$ cat config.mk
export PLATFORM = sky130hd
export DESIGN_NAME = rcs_reset_ctrl
export DESIGN_NICKNAME = d
export VERILOG_FILES = /design/src/logic/rcs_pkg.sv /design/src/logic/rcs_reset_ctrl.sv
export VERILOG_INCLUDE_DIRS = /design/src /design/src/logic
export SDC_FILE = /design/constraint.sdc
export NUM_CORES = 1
export LEC_CHECK = 0
export BUFFER_PORTS_ARGS = -buffer_cell sky130_fd_sc_hd__buf_2
export CAP_MARGIN = 25
export CELL_PAD_IN_SITES_DETAIL_PLACEMENT = 1
export CELL_PAD_IN_SITES_GLOBAL_PLACEMENT = 2
export CORE_UTILIZATION = 36
export CTS_BUF_LIST = sky130_fd_sc_hd__clkbuf_8
export DETAILED_ROUTE_END_ITERATION = 6
export GPL_ROUTABILITY_DRIVEN = 0
export PLACE_DENSITY = 0.79
export SYNTH_ARGS = -nofsm -noshare
export SYNTH_HDL_FRONTEND = slang
export SYNTH_SLANG_ARGS = --single-unit
$ cat constraint.sdc
create_clock -name mclk_i -period 2.8 [get_ports mclk_i]
set_input_delay 0.28 -clock mclk_i [delete_from_list [all_inputs] [get_ports mclk_i]]
set_output_delay 0.28 -clock mclk_i [all_outputs]
set_load 0.01 [all_outputs]
$ cat src/logic/rcs_defines.svh
// rcs_defines.svh: register indexes, field positions, reset values, timing
// assumes: included by the package and by the reset control module
`ifndef RCS_DEFINES_SVH
`define RCS_DEFINES_SVH

// register indexes; byte address is four times the index
`define RCS_IDX_INDIRECT_DATA_PORT        8'h00
`define RCS_IDX_TMR         8'h01
`define RCS_IDX_PCL         8'h02
`define RCS_IDX_STAT        8'h03
`define RCS_IDX_PTR         8'h04
`define RCS_IDX_PA          8'h05
`define RCS_IDX_PB          8'h06
`define RCS_IDX_EDAT        8'h08
`define RCS_IDX_EADR        8'h09
`define RCS_IDX_PCH         8'h0a
`define RCS_IDX_ICTL        8'h0b
`define RCS_IDX_INDIRECT_DATA_PORT_M      8'h80
`define RCS_IDX_OPT         8'h81
`define RCS_IDX_PCL_M       8'h82
`define RCS_IDX_STAT_M      8'h83
`define RCS_IDX_PTR_M       8'h84
`define RCS_IDX_DIRA        8'h85
`define RCS_IDX_DIRB        8'h86
`define RCS_IDX_ECTL        8'h88
`define RCS_IDX_EUNL        8'h89
`define RCS_IDX_PCH_M       8'h8a
`define RCS_IDX_ICTL_M      8'h8b
`define RCS_IDX_WREG        8'h90
`define RCS_IDX_EVT         8'h91
`define RCS_IDX_MASK        8'h92
`define RCS_IDX_CTRL        8'h93
`define RCS_IDX_CAUSE       8'h94

// field positions
`define RCS_STAT_TO_BIT     4
`define RCS_STAT_PD_BIT     3
`define RCS_GIE_BIT         7
`define RCS_ECTL_WRERR_BIT  3
`define RCS_ECTL_WR_BIT     1
`define RCS_EVT_W           7
`define RCS_EVT_POR         0
`define RCS_EVT_CLR_RUN     1
`define RCS_EVT_CLR_SLP     2
`define RCS_EVT_WDT_RUN     3
`define RCS_EVT_WDT_WAKE    4
`define RCS_EVT_IRQ_WAKE    5
`define RCS_EVT_GLITCH      6

// reset values
`define RCS_PC_RESET        13'h0000
`define RCS_PC_VECTOR       13'h0004
`define RCS_OPT_RESET       8'hff
`define RCS_DIRA_RESET      5'h1f
`define RCS_DIRB_RESET      8'hff
`define RCS_PCH_RESET       5'h00
`define RCS_STAT_HI_MASK    8'h1f
`define RCS_ICTL_KEEP_MASK  8'h01
`define RCS_ECTL_RESET      5'h00
`define RCS_STAT_FLAG_MASK  8'h18
`define RCS_STAT_LOW_MASK   8'h07
`define RCS_STAT_CLR_SLP    8'h10
`define RCS_STAT_WDT_RUN    8'h08

// timing: clear pin filter
`define RCS_CLK_PERIOD_NS   100
`define RCS_CLR_FILT_NS     300
`define RCS_CLR_FILT_CYC    ((`RCS_CLR_FILT_NS + `RCS_CLK_PERIOD_NS - 1) / `RCS_CLK_PERIOD_NS)

`endif

$ cat src/logic/rcs_pkg.sv
// rcs_pkg.sv: types of the reset cause and state control block
// assumes: rcs_defines.svh on the include path
package rcs_pkg;
    `include "rcs_defines.svh"

    typedef enum logic [2:0] {
        RCS_CAUSE_POR,
        RCS_CAUSE_CLR_RUN,
        RCS_CAUSE_CLR_SLEEP,
        RCS_CAUSE_WDT_RUN,
        RCS_CAUSE_WDT_WAKE,
        RCS_CAUSE_IRQ_WAKE
    } rcs_cause_t;

    typedef struct packed {
        logic [7:0]          wreg;
        logic [7:0]          tmr;
        logic [7:0]          stat;
        logic [7:0]          ptr;
        logic [4:0]          pa;
        logic [7:0]          pb;
        logic [7:0]          edat;
        logic [7:0]          eadr;
        logic [4:0]          pch;
        logic [7:0]          ictl;
        logic [7:0]          opt;
        logic [4:0]          dira;
        logic [7:0]          dirb;
        logic [4:0]          ectl;
        logic [`RCS_EVT_W-1:0] evt;
        logic [`RCS_EVT_W-1:0] mask;
        logic                rc_mode;
        rcs_cause_t          cause;
        logic                sleeping;
        logic [3:0]          filt_cnt;
        logic                clr_filt;
        logic                hold;
        logic [1:0]          div_cnt;
        logic                clkout;
        logic                pc_load;
        logic [12:0]         pc_val;
        logic [31:0]         prdata;
    } rcs_state_t;
endpackage

$ cat src/logic/rcs_reset_ctrl.sv
// rcs_reset_ctrl.sv: reset cause detection, special register reset states,
// wake-up handling and rc clock-out divider behind an apb slave
// assumes: all inputs synchronous to mclk_i; rstn_i low marks power-on
//
// Summary of operation
// - classify six reset kinds, handle each distinctly
// - filter clear pin, ignore short glitches
// - undefined registers keep contents on every reset, power-on too
// - reset states on resets, not watchdog or irq wake
// - rc mode drives clock-out at clock/4
// - power-on: pc zero, flags 0001_1xxx
// - clear in run: pc zero, 000u_uuuu
// - clear in sleep: pc zero, 0001_0uuu
// - watchdog in run: pc zero, 0000_1uuu
// - watchdog wake: pc+1, flags both cleared
// - irq wake: flags 1/0, pc+1 or vector
// - flags reflect cause; software reads them
// - option/direction ones, latch zero, irq control
// - power-on never leaves either flag clear
// - every reset but watchdog wake clears global irq enable
`timescale 1ns/1ns
`include "rcs_defines.svh"

module rcs_reset_ctrl
    import rcs_pkg::*;
(
    // clock and reset
    input  wire logic        mclk_i,
    input  wire logic        rstn_i,
    // apb slave
    input  wire logic        psel_i,
    input  wire logic        penable_i,
    input  wire logic        pwrite_i,
    input  wire logic [9:0]  paddr_i,
    input  wire logic [31:0] pwdata_i,
    output logic      [31:0] prdata_o,
    output logic             pready_o,
    output logic             pslverr_o,
    // reset sources and core status
    input  wire logic        ext_clear_pin_n_i,
    input  wire logic        watchdog_timer_timeout_i,
    input  wire logic        sleep_enter_i,
    input  wire logic        irq_wake_i,
    input  wire logic [12:0] pc_i,
    // core control
    output logic             core_hold_o,
    output logic             pc_load_o,
    output logic      [12:0] pc_load_value_o,
    output logic             sleeping_o,
    output logic      [7:0]  processor_flags_o,
    // clock out and interrupt
    output logic             clock_out_pin_o,
    output logic             irq_o
);

    ////////////////////////////////////////////////////////////////////////
    // state

    rcs_state_t r;
    rcs_state_t next_r;

    logic [7:0] idx;
    logic       wr_acc;
    logic       rd_setup;
    logic       mapped;
    logic       clr_raw;
    logic       clr_fall;
    logic [7:0] wb;

    assign idx      = paddr_i[9:2];
    assign wr_acc   = psel_i & penable_i & pwrite_i;
    assign rd_setup = psel_i & ~penable_i & ~pwrite_i;
    assign clr_raw  = ~ext_clear_pin_n_i;
    assign wb       = pwdata_i[7:0];

    ////////////////////////////////////////////////////////////////////////
    // address decode

    always_comb begin
        unique case (idx)
            `RCS_IDX_INDIRECT_DATA_PORT, `RCS_IDX_TMR, `RCS_IDX_PCL, `RCS_IDX_STAT,
            `RCS_IDX_PTR, `RCS_IDX_PA, `RCS_IDX_PB, `RCS_IDX_EDAT,
            `RCS_IDX_EADR, `RCS_IDX_PCH, `RCS_IDX_ICTL, `RCS_IDX_INDIRECT_DATA_PORT_M,
            `RCS_IDX_OPT, `RCS_IDX_PCL_M, `RCS_IDX_STAT_M, `RCS_IDX_PTR_M,
            `RCS_IDX_DIRA, `RCS_IDX_DIRB, `RCS_IDX_ECTL, `RCS_IDX_EUNL,
            `RCS_IDX_PCH_M, `RCS_IDX_ICTL_M, `RCS_IDX_WREG, `RCS_IDX_EVT,
            `RCS_IDX_MASK, `RCS_IDX_CTRL, `RCS_IDX_CAUSE: mapped = 1'b1;
            default: mapped = 1'b0;
        endcase
    end

    ////////////////////////////////////////////////////////////////////////
    // common reset state of the special registers

    // loads what every non-wake reset loads; undefined registers untouched
    function automatic rcs_state_t apply_reset(input rcs_state_t s, input logic por);
        rcs_state_t t;
        t         = s;
        t.opt     = `RCS_OPT_RESET;
        t.dira    = `RCS_DIRA_RESET;
        t.dirb    = `RCS_DIRB_RESET;
        t.pch     = `RCS_PCH_RESET;
        t.ictl    = s.ictl & `RCS_ICTL_KEEP_MASK;
        t.ectl    = `RCS_ECTL_RESET;
        // an interrupted eeprom write leaves its error flag behind
        if (!por) begin
            t.ectl[`RCS_ECTL_WRERR_BIT] = s.ectl[`RCS_ECTL_WR_BIT];
        end
        t.pc_val   = `RCS_PC_RESET;
        t.pc_load  = 1'b1;
        t.sleeping = 1'b0;
        return t;
    endfunction

    ////////////////////////////////////////////////////////////////////////
    // next state

    always_comb begin
        next_r         = r;
        next_r.pc_load = 1'b0;
        clr_fall       = 1'b0;

        // rc clock-out divider, parked outside rc mode so the first pulse is whole
        next_r.div_cnt = r.rc_mode ? r.div_cnt + 2'd1 : 2'd0;
        next_r.clkout  = r.rc_mode & next_r.div_cnt[1];

        // clear pin glitch filter
        if (clr_raw != r.clr_filt) begin
            if (r.filt_cnt == 4'(`RCS_CLR_FILT_CYC - 1)) begin
                next_r.clr_filt = clr_raw;
                next_r.filt_cnt = 4'd0;
                clr_fall        = clr_raw;
            end else begin
                next_r.filt_cnt = r.filt_cnt + 4'd1;
            end
        end else begin
            next_r.filt_cnt = 4'd0;
            if (r.filt_cnt != 4'd0 && !r.clr_filt) begin
                next_r.evt[`RCS_EVT_GLITCH] = 1'b1;
            end
        end
        next_r.hold = next_r.clr_filt;

        // software access, lowest priority
        if (wr_acc) begin
            unique case (idx)
                `RCS_IDX_TMR: next_r.tmr = wb;
                `RCS_IDX_PCL, `RCS_IDX_PCL_M: begin
                    next_r.pc_val  = {r.pch, wb};
                    next_r.pc_load = 1'b1;
                end
                // flags are read only to software
                `RCS_IDX_STAT, `RCS_IDX_STAT_M:
                    next_r.stat = (wb & ~`RCS_STAT_FLAG_MASK)
                                | (r.stat & `RCS_STAT_FLAG_MASK);
                `RCS_IDX_PTR, `RCS_IDX_PTR_M: next_r.ptr = wb;
                `RCS_IDX_PA:   next_r.pa   = wb[4:0];
                `RCS_IDX_PB:   next_r.pb   = wb;
                `RCS_IDX_EDAT: next_r.edat = wb;
                `RCS_IDX_EADR: next_r.eadr = wb;
                `RCS_IDX_PCH, `RCS_IDX_PCH_M: next_r.pch = wb[4:0];
                `RCS_IDX_ICTL, `RCS_IDX_ICTL_M: next_r.ictl = wb;
                `RCS_IDX_OPT:  next_r.opt  = wb;
                `RCS_IDX_DIRA: next_r.dira = wb[4:0];
                `RCS_IDX_DIRB: next_r.dirb = wb;
                `RCS_IDX_ECTL: next_r.ectl = wb[4:0];
                `RCS_IDX_WREG: next_r.wreg = wb;
                // a glitch that newly sets its bit in this cycle survives the clear
                `RCS_IDX_EVT:  next_r.evt  = (r.evt & ~wb[`RCS_EVT_W-1:0])
                                           | (next_r.evt & ~r.evt);
                `RCS_IDX_MASK: next_r.mask = wb[`RCS_EVT_W-1:0];
                `RCS_IDX_CTRL: next_r.rc_mode = wb[0];
                default: ;
            endcase
        end

        // core enters sleep: power-down flag cleared, timeout flag set
        if (sleep_enter_i && !r.sleeping && !r.hold) begin
            next_r.sleeping                 = 1'b1;
            next_r.stat[`RCS_STAT_TO_BIT]   = 1'b1;
            next_r.stat[`RCS_STAT_PD_BIT]   = 1'b0;
        end

        // reset and wake events, highest first; sets win over software clears
        if (clr_fall) begin
            next_r = apply_reset(next_r, 1'b0);
            if (r.sleeping) begin
                next_r.stat  = (r.stat & `RCS_STAT_LOW_MASK) | `RCS_STAT_CLR_SLP;
                next_r.cause = RCS_CAUSE_CLR_SLEEP;
                next_r.evt[`RCS_EVT_CLR_SLP] = 1'b1;
            end else begin
                next_r.stat  = r.stat & `RCS_STAT_HI_MASK;
                next_r.cause = RCS_CAUSE_CLR_RUN;
                next_r.evt[`RCS_EVT_CLR_RUN] = 1'b1;
            end
        end else if (watchdog_timer_timeout_i && !r.hold) begin
            if (r.sleeping) begin
                // wake resumes execution; registers left alone
                next_r.sleeping = 1'b0;
                next_r.stat[`RCS_STAT_TO_BIT] = 1'b0;
                next_r.stat[`RCS_STAT_PD_BIT] = 1'b0;
                next_r.pc_val  = pc_i + 13'd1;
                next_r.pc_load = 1'b1;
                next_r.cause   = RCS_CAUSE_WDT_WAKE;
                next_r.evt[`RCS_EVT_WDT_WAKE] = 1'b1;
            end else begin
                next_r = apply_reset(next_r, 1'b0);
                next_r.stat  = (r.stat & `RCS_STAT_LOW_MASK) | `RCS_STAT_WDT_RUN;
                next_r.cause = RCS_CAUSE_WDT_RUN;
                next_r.evt[`RCS_EVT_WDT_RUN] = 1'b1;
            end
        end else if (irq_wake_i && r.sleeping && !r.hold) begin
            next_r.sleeping = 1'b0;
            next_r.stat[`RCS_STAT_TO_BIT] = 1'b1;
            next_r.stat[`RCS_STAT_PD_BIT] = 1'b0;
            next_r.pc_load = 1'b1;
            if (r.ictl[`RCS_GIE_BIT]) begin
                next_r.pc_val = `RCS_PC_VECTOR;
                next_r.ictl[`RCS_GIE_BIT] = 1'b0;
            end else begin
                next_r.pc_val = pc_i + 13'd1;
            end
            next_r.cause = RCS_CAUSE_IRQ_WAKE;
            next_r.evt[`RCS_EVT_IRQ_WAKE] = 1'b1;
        end

        // power-on overrides all; x-state registers keep whatever they hold
        if (!rstn_i) begin
            next_r = apply_reset(r, 1'b1);
            next_r.stat     = {3'b000, 1'b1, 1'b1, r.stat[2:0]};
            next_r.cause    = RCS_CAUSE_POR;
            next_r.evt      = `RCS_EVT_W'(1) << `RCS_EVT_POR;
            next_r.mask     = '0;
            next_r.rc_mode  = 1'b0;
            next_r.filt_cnt = 4'd0;
            next_r.clr_filt = 1'b0;
            next_r.hold     = 1'b1;
            next_r.div_cnt  = 2'd0;
            next_r.clkout   = 1'b0;
            next_r.prdata   = 32'h0000_0000;
        end else if (rd_setup) begin
            next_r.prdata = 32'h0000_0000;
            unique case (idx)
                `RCS_IDX_TMR: next_r.prdata[7:0] = r.tmr;
                `RCS_IDX_PCL, `RCS_IDX_PCL_M: next_r.prdata[7:0] = pc_i[7:0];
                `RCS_IDX_STAT, `RCS_IDX_STAT_M: next_r.prdata[7:0] = r.stat;
                `RCS_IDX_PTR, `RCS_IDX_PTR_M: next_r.prdata[7:0] = r.ptr;
                `RCS_IDX_PA:   next_r.prdata[4:0] = r.pa;
                `RCS_IDX_PB:   next_r.prdata[7:0] = r.pb;
                `RCS_IDX_EDAT: next_r.prdata[7:0] = r.edat;
                `RCS_IDX_EADR: next_r.prdata[7:0] = r.eadr;
                `RCS_IDX_PCH, `RCS_IDX_PCH_M: next_r.prdata[4:0] = r.pch;
                `RCS_IDX_ICTL, `RCS_IDX_ICTL_M: next_r.prdata[7:0] = r.ictl;
                `RCS_IDX_OPT:  next_r.prdata[7:0] = r.opt;
                `RCS_IDX_DIRA: next_r.prdata[4:0] = r.dira;
                `RCS_IDX_DIRB: next_r.prdata[7:0] = r.dirb;
                `RCS_IDX_ECTL: next_r.prdata[4:0] = r.ectl;
                `RCS_IDX_WREG: next_r.prdata[7:0] = r.wreg;
                `RCS_IDX_EVT:  next_r.prdata[`RCS_EVT_W-1:0] = r.evt;
                `RCS_IDX_MASK: next_r.prdata[`RCS_EVT_W-1:0] = r.mask;
                `RCS_IDX_CTRL: next_r.prdata[0] = r.rc_mode;
                `RCS_IDX_CAUSE: next_r.prdata[2:0] = r.cause;
                default: ;
            endcase
        end
    end

    ////////////////////////////////////////////////////////////////////////
    // registers: one synchronous process, reset handled above

    always_ff @(posedge mclk_i) begin
        r <= next_r;
    end

    ////////////////////////////////////////////////////////////////////////
    // outputs

    assign pready_o          = psel_i & penable_i;
    assign pslverr_o         = psel_i & penable_i & ~mapped;
    assign prdata_o          = r.prdata;
    assign core_hold_o       = r.hold;
    assign pc_load_o         = r.pc_load;
    assign pc_load_value_o   = r.pc_val;
    assign sleeping_o        = r.sleeping;
    assign processor_flags_o = r.stat;
    assign clock_out_pin_o   = r.clkout;
    assign irq_o             = |(r.evt & r.mask);

endmodule

# Word-level counts from Yosys, hierarchy flattened
# Cells that the tools add are included.
[op_classes] n_addsub=3 n_eq_ne=30 n_mux=66 bitwise_logic=19 reduce_logical=28
[ops] operator="2-to-1 mux 158 bit" count=1
[ops] operator="equality test 8 bit (second input constant)" count=16
[ops] operator="2-to-1 mux 115 bit" count=1
[ops] operator="2-to-1 mux 8 bit" count=11
[ops] operator="2-to-1 mux 81 bit" count=1
[ops] operator="2-to-1 mux 14 bit" count=4
[ops] operator="2-to-1 mux 45 bit" count=1
[ops] operator="2-to-1 mux 13 bit" count=3
[ops] operator="one-hot mux 2 bit (18 select lines)" count=1
[ops] operator="2-to-1 mux 34 bit" count=1
[ops] operator="one-hot mux 2 bit (17 select lines)" count=1
[ops] operator="equality test 8 x 4 -> 1 bit (second input constant)" count=4
[ops] operator="OR reduction 27 bit" count=1
[ops] operator="one-hot mux 2 bit (13 select lines)" count=1
[ops] operator="2-to-1 mux 5 bit" count=5
[ops] operator="equality test 8 x 3 -> 1 bit (second input constant)" count=3
[ops] operator="AND 7 bit" count=3
[ops] operator="2-to-1 mux 4 bit" count=5
[ops] operator="one-hot mux 1 bit (19 select lines)" count=1
[ops] operator="2-to-1 mux 1 bit" count=18
[ops] operator="equality test 8 x 2 -> 1 bit (second input constant)" count=2
[ops] operator="2-to-1 mux 7 bit" count=2
[ops] operator="NOT 7 bit" count=2
[ops] operator="adder 13 x 1 -> 13 bit (second input constant)" count=1
[ops] operator="24 further kinds" count=57
[word_totals] register_bits=150 in_bits=64 output_inout_bits=60 word_cells=177

# Longest topological paths before layout
# Gate-level depths: netlist (run 1).
[depth] word_depth=13 mapped_depth=11 mapped_depth_nobuf=8

# Least setup slack after synthesis (run 1)
# No wires, ideal clock.
[synth_timing] path_type="input to register" startpoint="input paddr_i[7]" endpoint="register r[121] (netlist bit), enable pin" setup_ns=0.395 arrival_time_ns=2.161 required_ns=2.405 setup_slack_ns=0.245 stages=6 n_path_buf=2 path_cell_list="or3_1 -> buf_6 -> buf_12 -> nor2_1 -> nand3_1 -> nor4_1"
[synth_rtl] item="start: declaration" line="rcs_reset_ctrl.sv:34" rtl="input wire logic [9:0] paddr_i,"
[synth_rtl] item="end signal: assignment" line="rcs_reset_ctrl.sv:272" rtl="r <= next_r;"
[synth_rtl] item="end: declaration" line="rcs_reset_ctrl.sv:59" rtl="rcs_state_t r;"

# Worst setup path in the final report (run 1)
[layout_timing] startpoint="input paddr_i[6]" endpoint="output pslverr_o"
[layout_via] elab_chain_cells=5 word_cells_on_any_way=31 classes_between="eq/ne: 26; mux: 1; bitwise: 2; reduce/logical: 2"
[layout_lines] item="equality test 8 bit (tied with other cells)" line="rcs_reset_ctrl.sv:80" rtl="unique case (idx)"
[layout_lines] item="OR reduction 27 bit *" line="rcs_reset_ctrl.sv:80"
[layout_lines] item="2-to-1 mux 1 bit *" line="rcs_reset_ctrl.sv:80"
[layout_lines] item="NOT 1 bit *" line="rcs_reset_ctrl.sv:279" rtl="assign pslverr_o = psel_i & penable_i & ~mapped;"
[layout_lines] item="AND 1 bit *" line="rcs_reset_ctrl.sv:279"
[layout_lines] item="end: declaration" line="rcs_reset_ctrl.sv:38" rtl="output logic pslverr_o,"
# Every way passes the cells marked *; elsewhere a longest branch is shown, timed or not.

==> metrics.txt, run 1 <==
total track usage=0.2464; Routed WL=26.27 mm; routed vias=6527; outcome=finished, final reports clean; Synth Area in Simple Gates=0.2008; combinational family with the most area after synthesis=simple AND/OR/NAND/NOR gates; P_leak=0.003301 uW; Worst-Skew Late Latency=around 480 ps; peak supply drop=0.2544 mV; mux cell area share after synthesis=0.06929; Post-Synthesis Cell Area=roughly 0.0076 sq mm; Main synth FF type=dfxtp_1; total negative setup slack=0 ps; Post-route DRC=0; CTS Hold Bufs=0; NumNets Final=about 920; CTS H-tree depth=4; startpoint types=input port; Post-synth EDFFs=between 50 and 60; Max Fclk=roughly 420 MHz; grt ovf=0; Clock transition at path regs=90 ps; Post-DRT Antenna Nets=0; Final Max Slew Viols=0; number of diodes=0; router iterations before antenna repair=5; # Max-Cap Violations=0; Least-Margin Pin Slew=796.4 ps; crit end category=output port; xor-xnor portion of the synthesized cell area=0.01609; clk_skew=18.91 ps; Synth cell types=74; syn avg cell area=around 9.5 sq um; WS Path Type=in2out; clock sinks=149; post-synthesis sequential area ratio=0.4663; worst path required time=2520 ps; io pins=124; Starting Density=0.3718; area delta synth->final=11.86%; Worst Path Max Fanout=12; final worst path period need=2391 ps; Final period util=0.8540; final setup violation count=0; ys async rst share=0; post-CTS setup buffers=0; Min Hold Slack=about 80 ps; Synth warnings=0; largest net degree at the start of global routing=26; initial antenna violation count=0; share of cells above drive strength 1=0.1898; power per cell area=560.2 mW/mm^2; vias in the first global route=6734; Port Buffer Count=73; Final WS setup=approximately 400 ps; fill cell count=2409; relative max-transition margin=0.4691; die height=147.5 um; post-DP HPWL=18.80 mm; CTS max path bufs=2; first-pass GRT wire length=39.90 mm; # rows=between 50 and 60; core region area=a little over 0.02 sq mm; hold crit path type=in2reg; routed vias/inst=5.756; drt initial violations=521; Compound-Gate Fraction of Synth Area=0.1506; die area=0.02175 sq mm; TritonCTS Buffers=17; Routed wire per std cell=23.16 um; WP data arrival=approximately 2100 ps; Die X=147.5 um; RSZ-0062 raised after global routing=false; final hold violation count=0; post_cts resized=0; CTS tree=yes; Syn Inst Count=803; root buffer cell=clkbuf_8; dpl ws=202.2 ps; post-synthesis register bit count=149; Post-Synth Adder-Cell Area=0.006568
-- Yosys cell counts, drive strengths merged, types with 3 or more instances --
library cell	n	area share
clkbuf	30	0.015
or2	3	0.0025
nor3	15	0.013
buf	76	0.070
xnor2	9	0.010
nand4	4	0.0033
a22oi	20	0.020
o311ai	3	0.0034
a222oi	3	0.0039
o31ai	4	0.0039
a2111oi	3	0.0034
o211ai	11	0.011
a211oi	3	0.0036
a31oi	6	0.0049
a22o	5	0.0057
xor2	5	0.0057
a32oi	8	0.0092
nor2b	20	0.016
a32o	3	0.0039
nand3	51	0.033
a21oi	36	0.024
o21ai	47	0.031
and2	8	0.0067
nand2	84	0.041
nand3b	11	0.011
a221oi	7	0.0080
nand2b	13	0.011
ha	4	0.0066
dfxtp	92	0.24
and3	5	0.0041
mux2i	46	0.060
mux2	6	0.0089
nor4	4	0.0053
nor2	61	0.033
inv	10	0.0049
edfxtp	57	0.22
nor3b	3	0.0030
-- cells in the final DEF (no fill, tap or decap), types with 5 or more instances in the layout --
| cell type | instances |
|---|---|
| edfxtp_1 | 57 |
| conb_1 | 24 |
| and2_1 | 6 |
| nand2b_1 | 13 |
| nand2_1 | 84 |
| inv_6 | 5 |
| nand3b_1 | 11 |
| a221oi_1 | 7 |
| a22oi_1 | 20 |
| buf_2 | 73 |
| nand3_1 | 51 |
| dfxtp_1 | 92 |
| a32oi_1 | 8 |
| o211ai_1 | 11 |
| mux2_2 | 6 |
| o21ai_0 | 47 |
| a22o_1 | 5 |
| nor3_1 | 12 |
| xnor2_1 | 9 |
| xor2_1 | 5 |
| a21oi_1 | 36 |
| nor2_1 | 58 |
| mux2i_1 | 46 |
| buf_4 | 39 |
| inv_1 | 10 |
| and3_1 | 5 |
| clkbuf_8 | 17 |
| nor2b_1 | 20 |
| a31oi_1 | 6 |
-- state kept, by name, summed over array words and instances (netlist names) --
signal / flops
r: 116
pc_load_value_o: 13
prdata_o: 8
processor_flags_o: 8
clock_out_pin_o: 1
core_hold_o: 1
pc_load_o: 1
sleeping_o: 1
-- path summary, 6_finish.rpt --
| path | start | endpoint | slack, ps | depth (start not counted) |
|---|---|---|---|---|
| max | paddr_i[6] | pslverr_o | 410 | 7 |
| min | ext_clear_pin_n_i | core_hold_o$_SDFF_PN1_ | 80 | 2 |
| max reg2reg | r[51]$_SDFF_PP0_ | r[93]$_SDFF_PP1_ | 630 | 9 |
| min reg2reg | r[47]$_SDFF_PN0_ | r[47]$_SDFF_PN0_ | 440 | 1 |
-- cell families after synthesis --
group	Yosys count
xor+xnor	14
flops	149
fa+ha+maj	4
simple gates	294
compound gates	173
buf+inv	116
other cells	1
mux	52
-- power breakdown --
part           switching, uW  total (uW)  leakage [uW]  internal, uW
Clock                    957        1970      0.000237          1020
Sequential              30.0        2310       0.00126          2280
Combinational            336         488       0.00180           152
Total                   1320        4770       0.00330          3450
-- metrics by stage --
stage | cell area [sq um] | cells | power, uW | utilization
CTS | 8523 | 1134 | 4811 | 0.4159
detailed placement | 8055 | 1102 | 2844 | 0.3930
global route | 8523 | 1134 | 4930 | 0.4159
global placement | 8055 | 1102 | 2831 | 0.3930
floorplan | 7706 | 826 | 2679 | -
finish | 8523 | 1134 | 4775 | 0.4159
-- metal layers --
| metal | GRT usage | up-vias | wire (um) |
|---|---|---|---|
| met3 | 0.04198 | 64 | 1376 |
| met2 | 0.4292 | 266 | 13010 |
| met4 | 0.1057 | 0 | 880 |
| met1 | 0.2989 | 3265 | 11000 |
| li1 | - | 2932 | - |
| met5 | 0 | - | 0 |
-- area by class of cell --
| class | instances | area [sq um] | area share |
|---|---|---|---|
| Sequential cell | 149 | 3553 | 0.4169 |
| Multi-Input combinational cell | 561 | 3468 | 0.4069 |
| Timing Repair Buffer | 112 | 658.1 | 0.07722 |
| Tap cell | 270 | 337.8 | 0.03964 |
| Clock buffer | 17 | 234.0 | 0.02745 |
| Clock inverter | 15 | 234.0 | 0.02745 |
| Inverter | 10 | 37.54 | 0.004404 |
-- worst max-delay path, stage by stage --
cell,delay (ps)
buf_2,100
or3_1,630
nor3b_1,160
o21bai_1,250
nand3b_1,120
a311oi_1,350
buf_2,210
No activity file was read; power rests on OpenSTA's default activity.
==> run 2: changes to the inputs <==
Settings changed: CORE_UTILIZATION 36 to 35, CTS_BUF_LIST sky130_fd_sc_hd__clkbuf_8 to unset, PLACE_DENSITY 0.79 to 0.77.
==> run 2 against run 1 <==
Largest cell class unchanged. Count of clock-buffer cells in the layout stayed put. Power is 3.8% higher. Critical endpoint unchanged. Largest power group unchanged. Clock power is 9% higher. Sequential power hardly changed. Global-route usage is 0.30 points lower. Die area is 2.8% higher. Hold slack better by 54 ps. Final cell count is 1.1% higher.
==> metrics.txt, run 2 (synthesis results as in run 1) <==
routed vias=6378; hold path cells=2; total negative setup slack=0 ps; clock sinks=149; # rows=53; first-pass GRT wire length=40.01 mm; die area=roughly 0.022 sq mm; io pins=roughly 120; outcome=finished, final reports clean; Most flops, register=r; CTS Hold Bufs=0; largest net degree at the start of global routing=26; final worst path period need=2453 ps; NumNets Final=927; post_cts resized=0; TritonCTS Buffers=17; fill cell count=2461; WS Path Type=in2out; drt initial violations=560; area delta synth->final=13.78%; startpoint types=input port; CTS max path bufs=2; Port Buffer Count=73; final hold violation count=0; WP data arrival=approximately 2200 ps; final core utilization=0.4098; crit end category=output port; hold crit path type=in2reg; P_leak=0.003372 uW; vias in the first global route=6611; post-layout power=4954 uW; core region area=0.02115 sq mm; register area=~0.0036 sq mm; die height=roughly 150 um; relative max-transition margin=0.4863; Inst Count DP=approximately 1100; Final period util=0.8760; Largest register FFs=116; Worst-Skew Late Latency=430 ps; Routed wire per std cell=~23 um; most common cell after layout, fill and taps aside=dfxtp_1; worst path required time=2520 ps; routed vias/inst=5.561; grt ovf=0; Least-Margin Pin Slew=770.6 ps; Routed WL=26.50 mm; Post-route DRC=0; Starting Density=0.3602; Max Fclk=407.7 MHz; share of cells above drive strength 1=0.1950; Min Hold Slack=134.1 ps; CTS tree=yes; post-CTS setup buffers=0; post-DP HPWL=19.09 mm; router iterations before antenna repair=5; Final Max Slew Viols=0; Clock transition at path regs=70 ps; clk_skew=roughly 13 ps; Post-DRT Antenna Nets=0; total track usage=0.2435; R2R depth=9; CTS H-tree depth=4; peak supply drop=roughly 0.3 mV; Worst Path Max Fanout=12; number of diodes=0; RSZ-0062 raised after global routing=false; non-filler cells, final=between 1000 and 1500; leading cell types in the layout, fill and taps excluded=92 x dfxtp_1, 84 x nand2_1, 73 x buf_2, 58 x nor2_1, 57 x edfxtp_1; initial antenna violation count=0; final setup violation count=0; area of the multi-input gates=about 0.0035 sq mm; # Max-Cap Violations=0; Die X=149.6 um; power per cell area=571.4 mW/mm^2; root buffer cell=clkbuf_16
run 2: cell types whose count changed in the layout (fill, tap and decap cells not counted), sizes merged:
cell / before / now
inv: 19 / 15
clkinv: 2 / 9
bufinv: 4 / 0
clkinvlp: 0 / 1
buf: 112 / 120
run 2: area by class of cell:
cell class                 instances  share of cell area
inverter                          10            0.004330
clock inverter                    15             0.01414
timing repair buffer             120             0.08284
sequential                       149              0.4099
tap                              275             0.03969
multi-input combinational        561              0.4001
clock buffer                      17             0.04907
run 2: power breakdown:
part	leakage (uW)	switching (uW)	internal [uW]
Combinational	0.00184	330	155
Sequential	0.00126	33.8	2280
Clock	0.000268	999	1150
run 2: per-layer routing:
layer,GRT usage,part of all wire,vias up
li1,-,-,2945
met1,0.3030,0.43,3152
met2,0.4065,0.48,233
met3,0.04787,0.052,48
met4,0.1071,0.031,0
met5,0,0,-
run 2: worst paths after layout:
check | start | end | slack, ps
setup / recovery | paddr_i[6] | pslverr_o | 350
hold / removal | ext_clear_pin_n_i | core_hold_o$_SDFF_PN1_ | 130
setup reg to reg | r[51]$_SDFF_PP0_ | r[93]$_SDFF_PP1_ | 490
hold reg to reg | r[47]$_SDFF_PN0_ | r[47]$_SDFF_PN0_ | 440
run 2: critical path, cell delays in order:
cell	delay (ps)
buf_2	100
or3_1	610
nor3b_1	170
o21bai_1	280
nand3b_1	150
a311oi_1	360
buf_2	210
run 2: through the flow:
step	cell area [sq um]	setup WS, ps
2_1_floorplan	7706	244.7
3_3_place_gp	8122	338.4
3_5_place_dp	8122	341.4
4_1_cts	8670	339.7
5_1_grt	8670	245.8
6_report	8670	347.2
==> run 3: changes to the inputs <==
Settings changed: BUFFER_PORTS_ARGS -buffer_cell sky130_fd_sc_hd__buf_2 to unset, CORE_UTILIZATION 35 to 40, CTS_BUF_LIST set to sky130_fd_sc_hd__clkbuf_16, DONT_BUFFER_PORTS set to 1.
==> run 3 against run 2 <==
Critical path type is now reg2reg. Hold slack got worse by 120 ps. First-iteration DRC count fell by 11%. Core utilization rose by 3.1 points. Cell area fell by 4.8%. Sequential power barely moved. Non-clock buffer count fell by 83. Highest routed layer unchanged.
==> metrics.txt, run 3 (synthesis results as in run 1) <==
Worst-Skew Late Latency=440 ps; Worst Path Max Fanout=24; Starting Density=0.4074; share of cells above drive strength 1=0.09506; clock group share of total power=0.459; root buffer cell=clkbuf_16; vias in the first global route=between 6000 and 7000; Max Fclk=425.5 MHz; combinational power share=0.069; NumNets Final=844; post-layout power=about 4900 uW; metal3 WL=1.673 mm; Post-route DRC=0; crit end category=flip-flop; Switch Pwr=1316 uW; die area=approximately 0.020 sq mm; CTS max path bufs=2; Largest register FFs=116; peak supply drop=0.3745 mV; largest net degree at the start of global routing=between 50 and 60; post-DP HPWL=17.73 mm; most common cell after layout, fill and taps aside=dfxtp_1; power per cell area=599.7 mW/mm^2; post_cts resized=0; # Max-Cap Violations=0; final setup violation count=0; Final period util=0.8394; io pins=124; P_leak=0.003000 uW; CTS tree=yes; core region area=approximately 0.019 sq mm; Routed wire per std cell=26.33 um; total track usage=0.2826; DP Area=0.007525 sq mm; dpl ws=427.7 ps; Clock transition at path regs=around 70 ps; Port Buffer Count=0; Final WS setup=~450 ps; reg2reg setup slack=between 400 and 500 ps; post-route cell area=0.008249 sq mm; hold crit path type=in2reg; first-pass GRT wire length=40.58 mm; startpoint types=flip-flop; grt ovf=0; post-CTS setup buffers=0; internal power=between 3000 and 4000 uW; Top Layer Used=met4; drt initial violations=501; worst path required time=3040 ps; # rows=50; clk_skew=between 9 and 10 ps; Die X=approximately 140 um; relative max-transition margin=0.3239; final core utilization=0.4410; routed vias/inst=between 6 and 7; DRT met1 WL=11.28 mm; clock sinks=149; Net Sw Frac=0.2661; TritonCTS Buffers=17; Post-DRT Antenna Nets=0; outcome=finished, final reports clean; router iterations before antenna repair=5; WS Path Type=reg2reg; area delta synth->final=8.259%; Final Max Slew Viols=0; Seq pwr share=0.472; leading cell types in the layout, fill and taps excluded=92 x dfxtp_1, 84 x nand2_1, 58 x nor2_1, 57 x edfxtp_1, 51 x nand3_1; final worst path period need=2350 ps; initial antenna violation count=0; RSZ-0062 raised after global routing=false; WP data arrival=2590 ps; Least-Margin Pin Slew=about 1000 ps; highest-delay cell along the critical path=inv_1; Routed WL=26.94 mm; die height=140.0 um; DR WL met2=12.95 mm; peak per-stage delay on the critical path=~670 ps; CP Cell Sequence=inv_1, ha_1, nand2_1, or3_1, and2_0, nand2_1, inv_1, o311ai_0; final hold violation count=0; routed vias=6243; Most flops, register=r; CTS H-tree depth=4; total negative setup slack=0 ps; number of diodes=0
-- run 3: worst max-delay path: cells and delay by family (launching register included) --
| family | cells | cell delay (ps) |
|---|---|---|
| buf+inv | 2 | 750 |
| simple gates | 4 | 520 |
| flops | 1 | 380 |
| compound gates | 1 | 310 |
| fa+ha+maj | 1 | 200 |
-- run 3: per-stage QoR --
stage | hold WS (ps) | std cells
floorplan | 378.9 | 826
global placement | 350.0 | 977
detailed placement | 355.5 | 977
CTS | 1.321 | 1023
global route | 7.766 | 1023
finish | 11.43 | 1023
-- run 3: power groups by stage --
stage / clock [uW] / sequential, uW / combinational (uW)
final: 2270 / 2330 / 341
after global placement: 0 / 2380 / 278
after detailed placement: 0 / 2380 / 284
after global routing: 2390 / 2340 / 367
after CTS: 2300 / 2330 / 337
after floorplan: 0 / 2350 / 329
-- run 3: metal layers --
layer	vias up	GRT usage
met5	-	0
met2	257	0.4739
met4	0	0.1226
met3	63	0.05470
li1	2785	-
met1	3138	0.3539
-- run 3: cell type report --
class | count | area (sq um)
multi-input combinational | 561 | 3468
clock buffer | 18 | 450.4
tap | 234 | 292.8
fill | 2105 | 10460
inverter | 10 | 37.54
clock inverter | 14 | 133.9
timing repair buffer | 37 | 312.8
sequential | 149 | 3553
-- run 3: worst paths after layout --
path / start / cells past startpoint / to
max reg2reg: r[51]$_SDFF_PP0_ / 8 / r[93]$_SDFF_PP1_
min reg2reg: r[47]$_SDFF_PN0_ / 1 / r[47]$_SDFF_PN0_
max: r[51]$_SDFF_PP0_ / 8 / r[93]$_SDFF_PP1_
min: pwdata_i[5] / 2 / processor_flags_o[5]$_SDFF_PP0_
-- run 3: timing repair --
item,CTS,global route
hold buffers,14,0
hold endpoints to repair,95,0
endpoints found under the setup margin,0,0
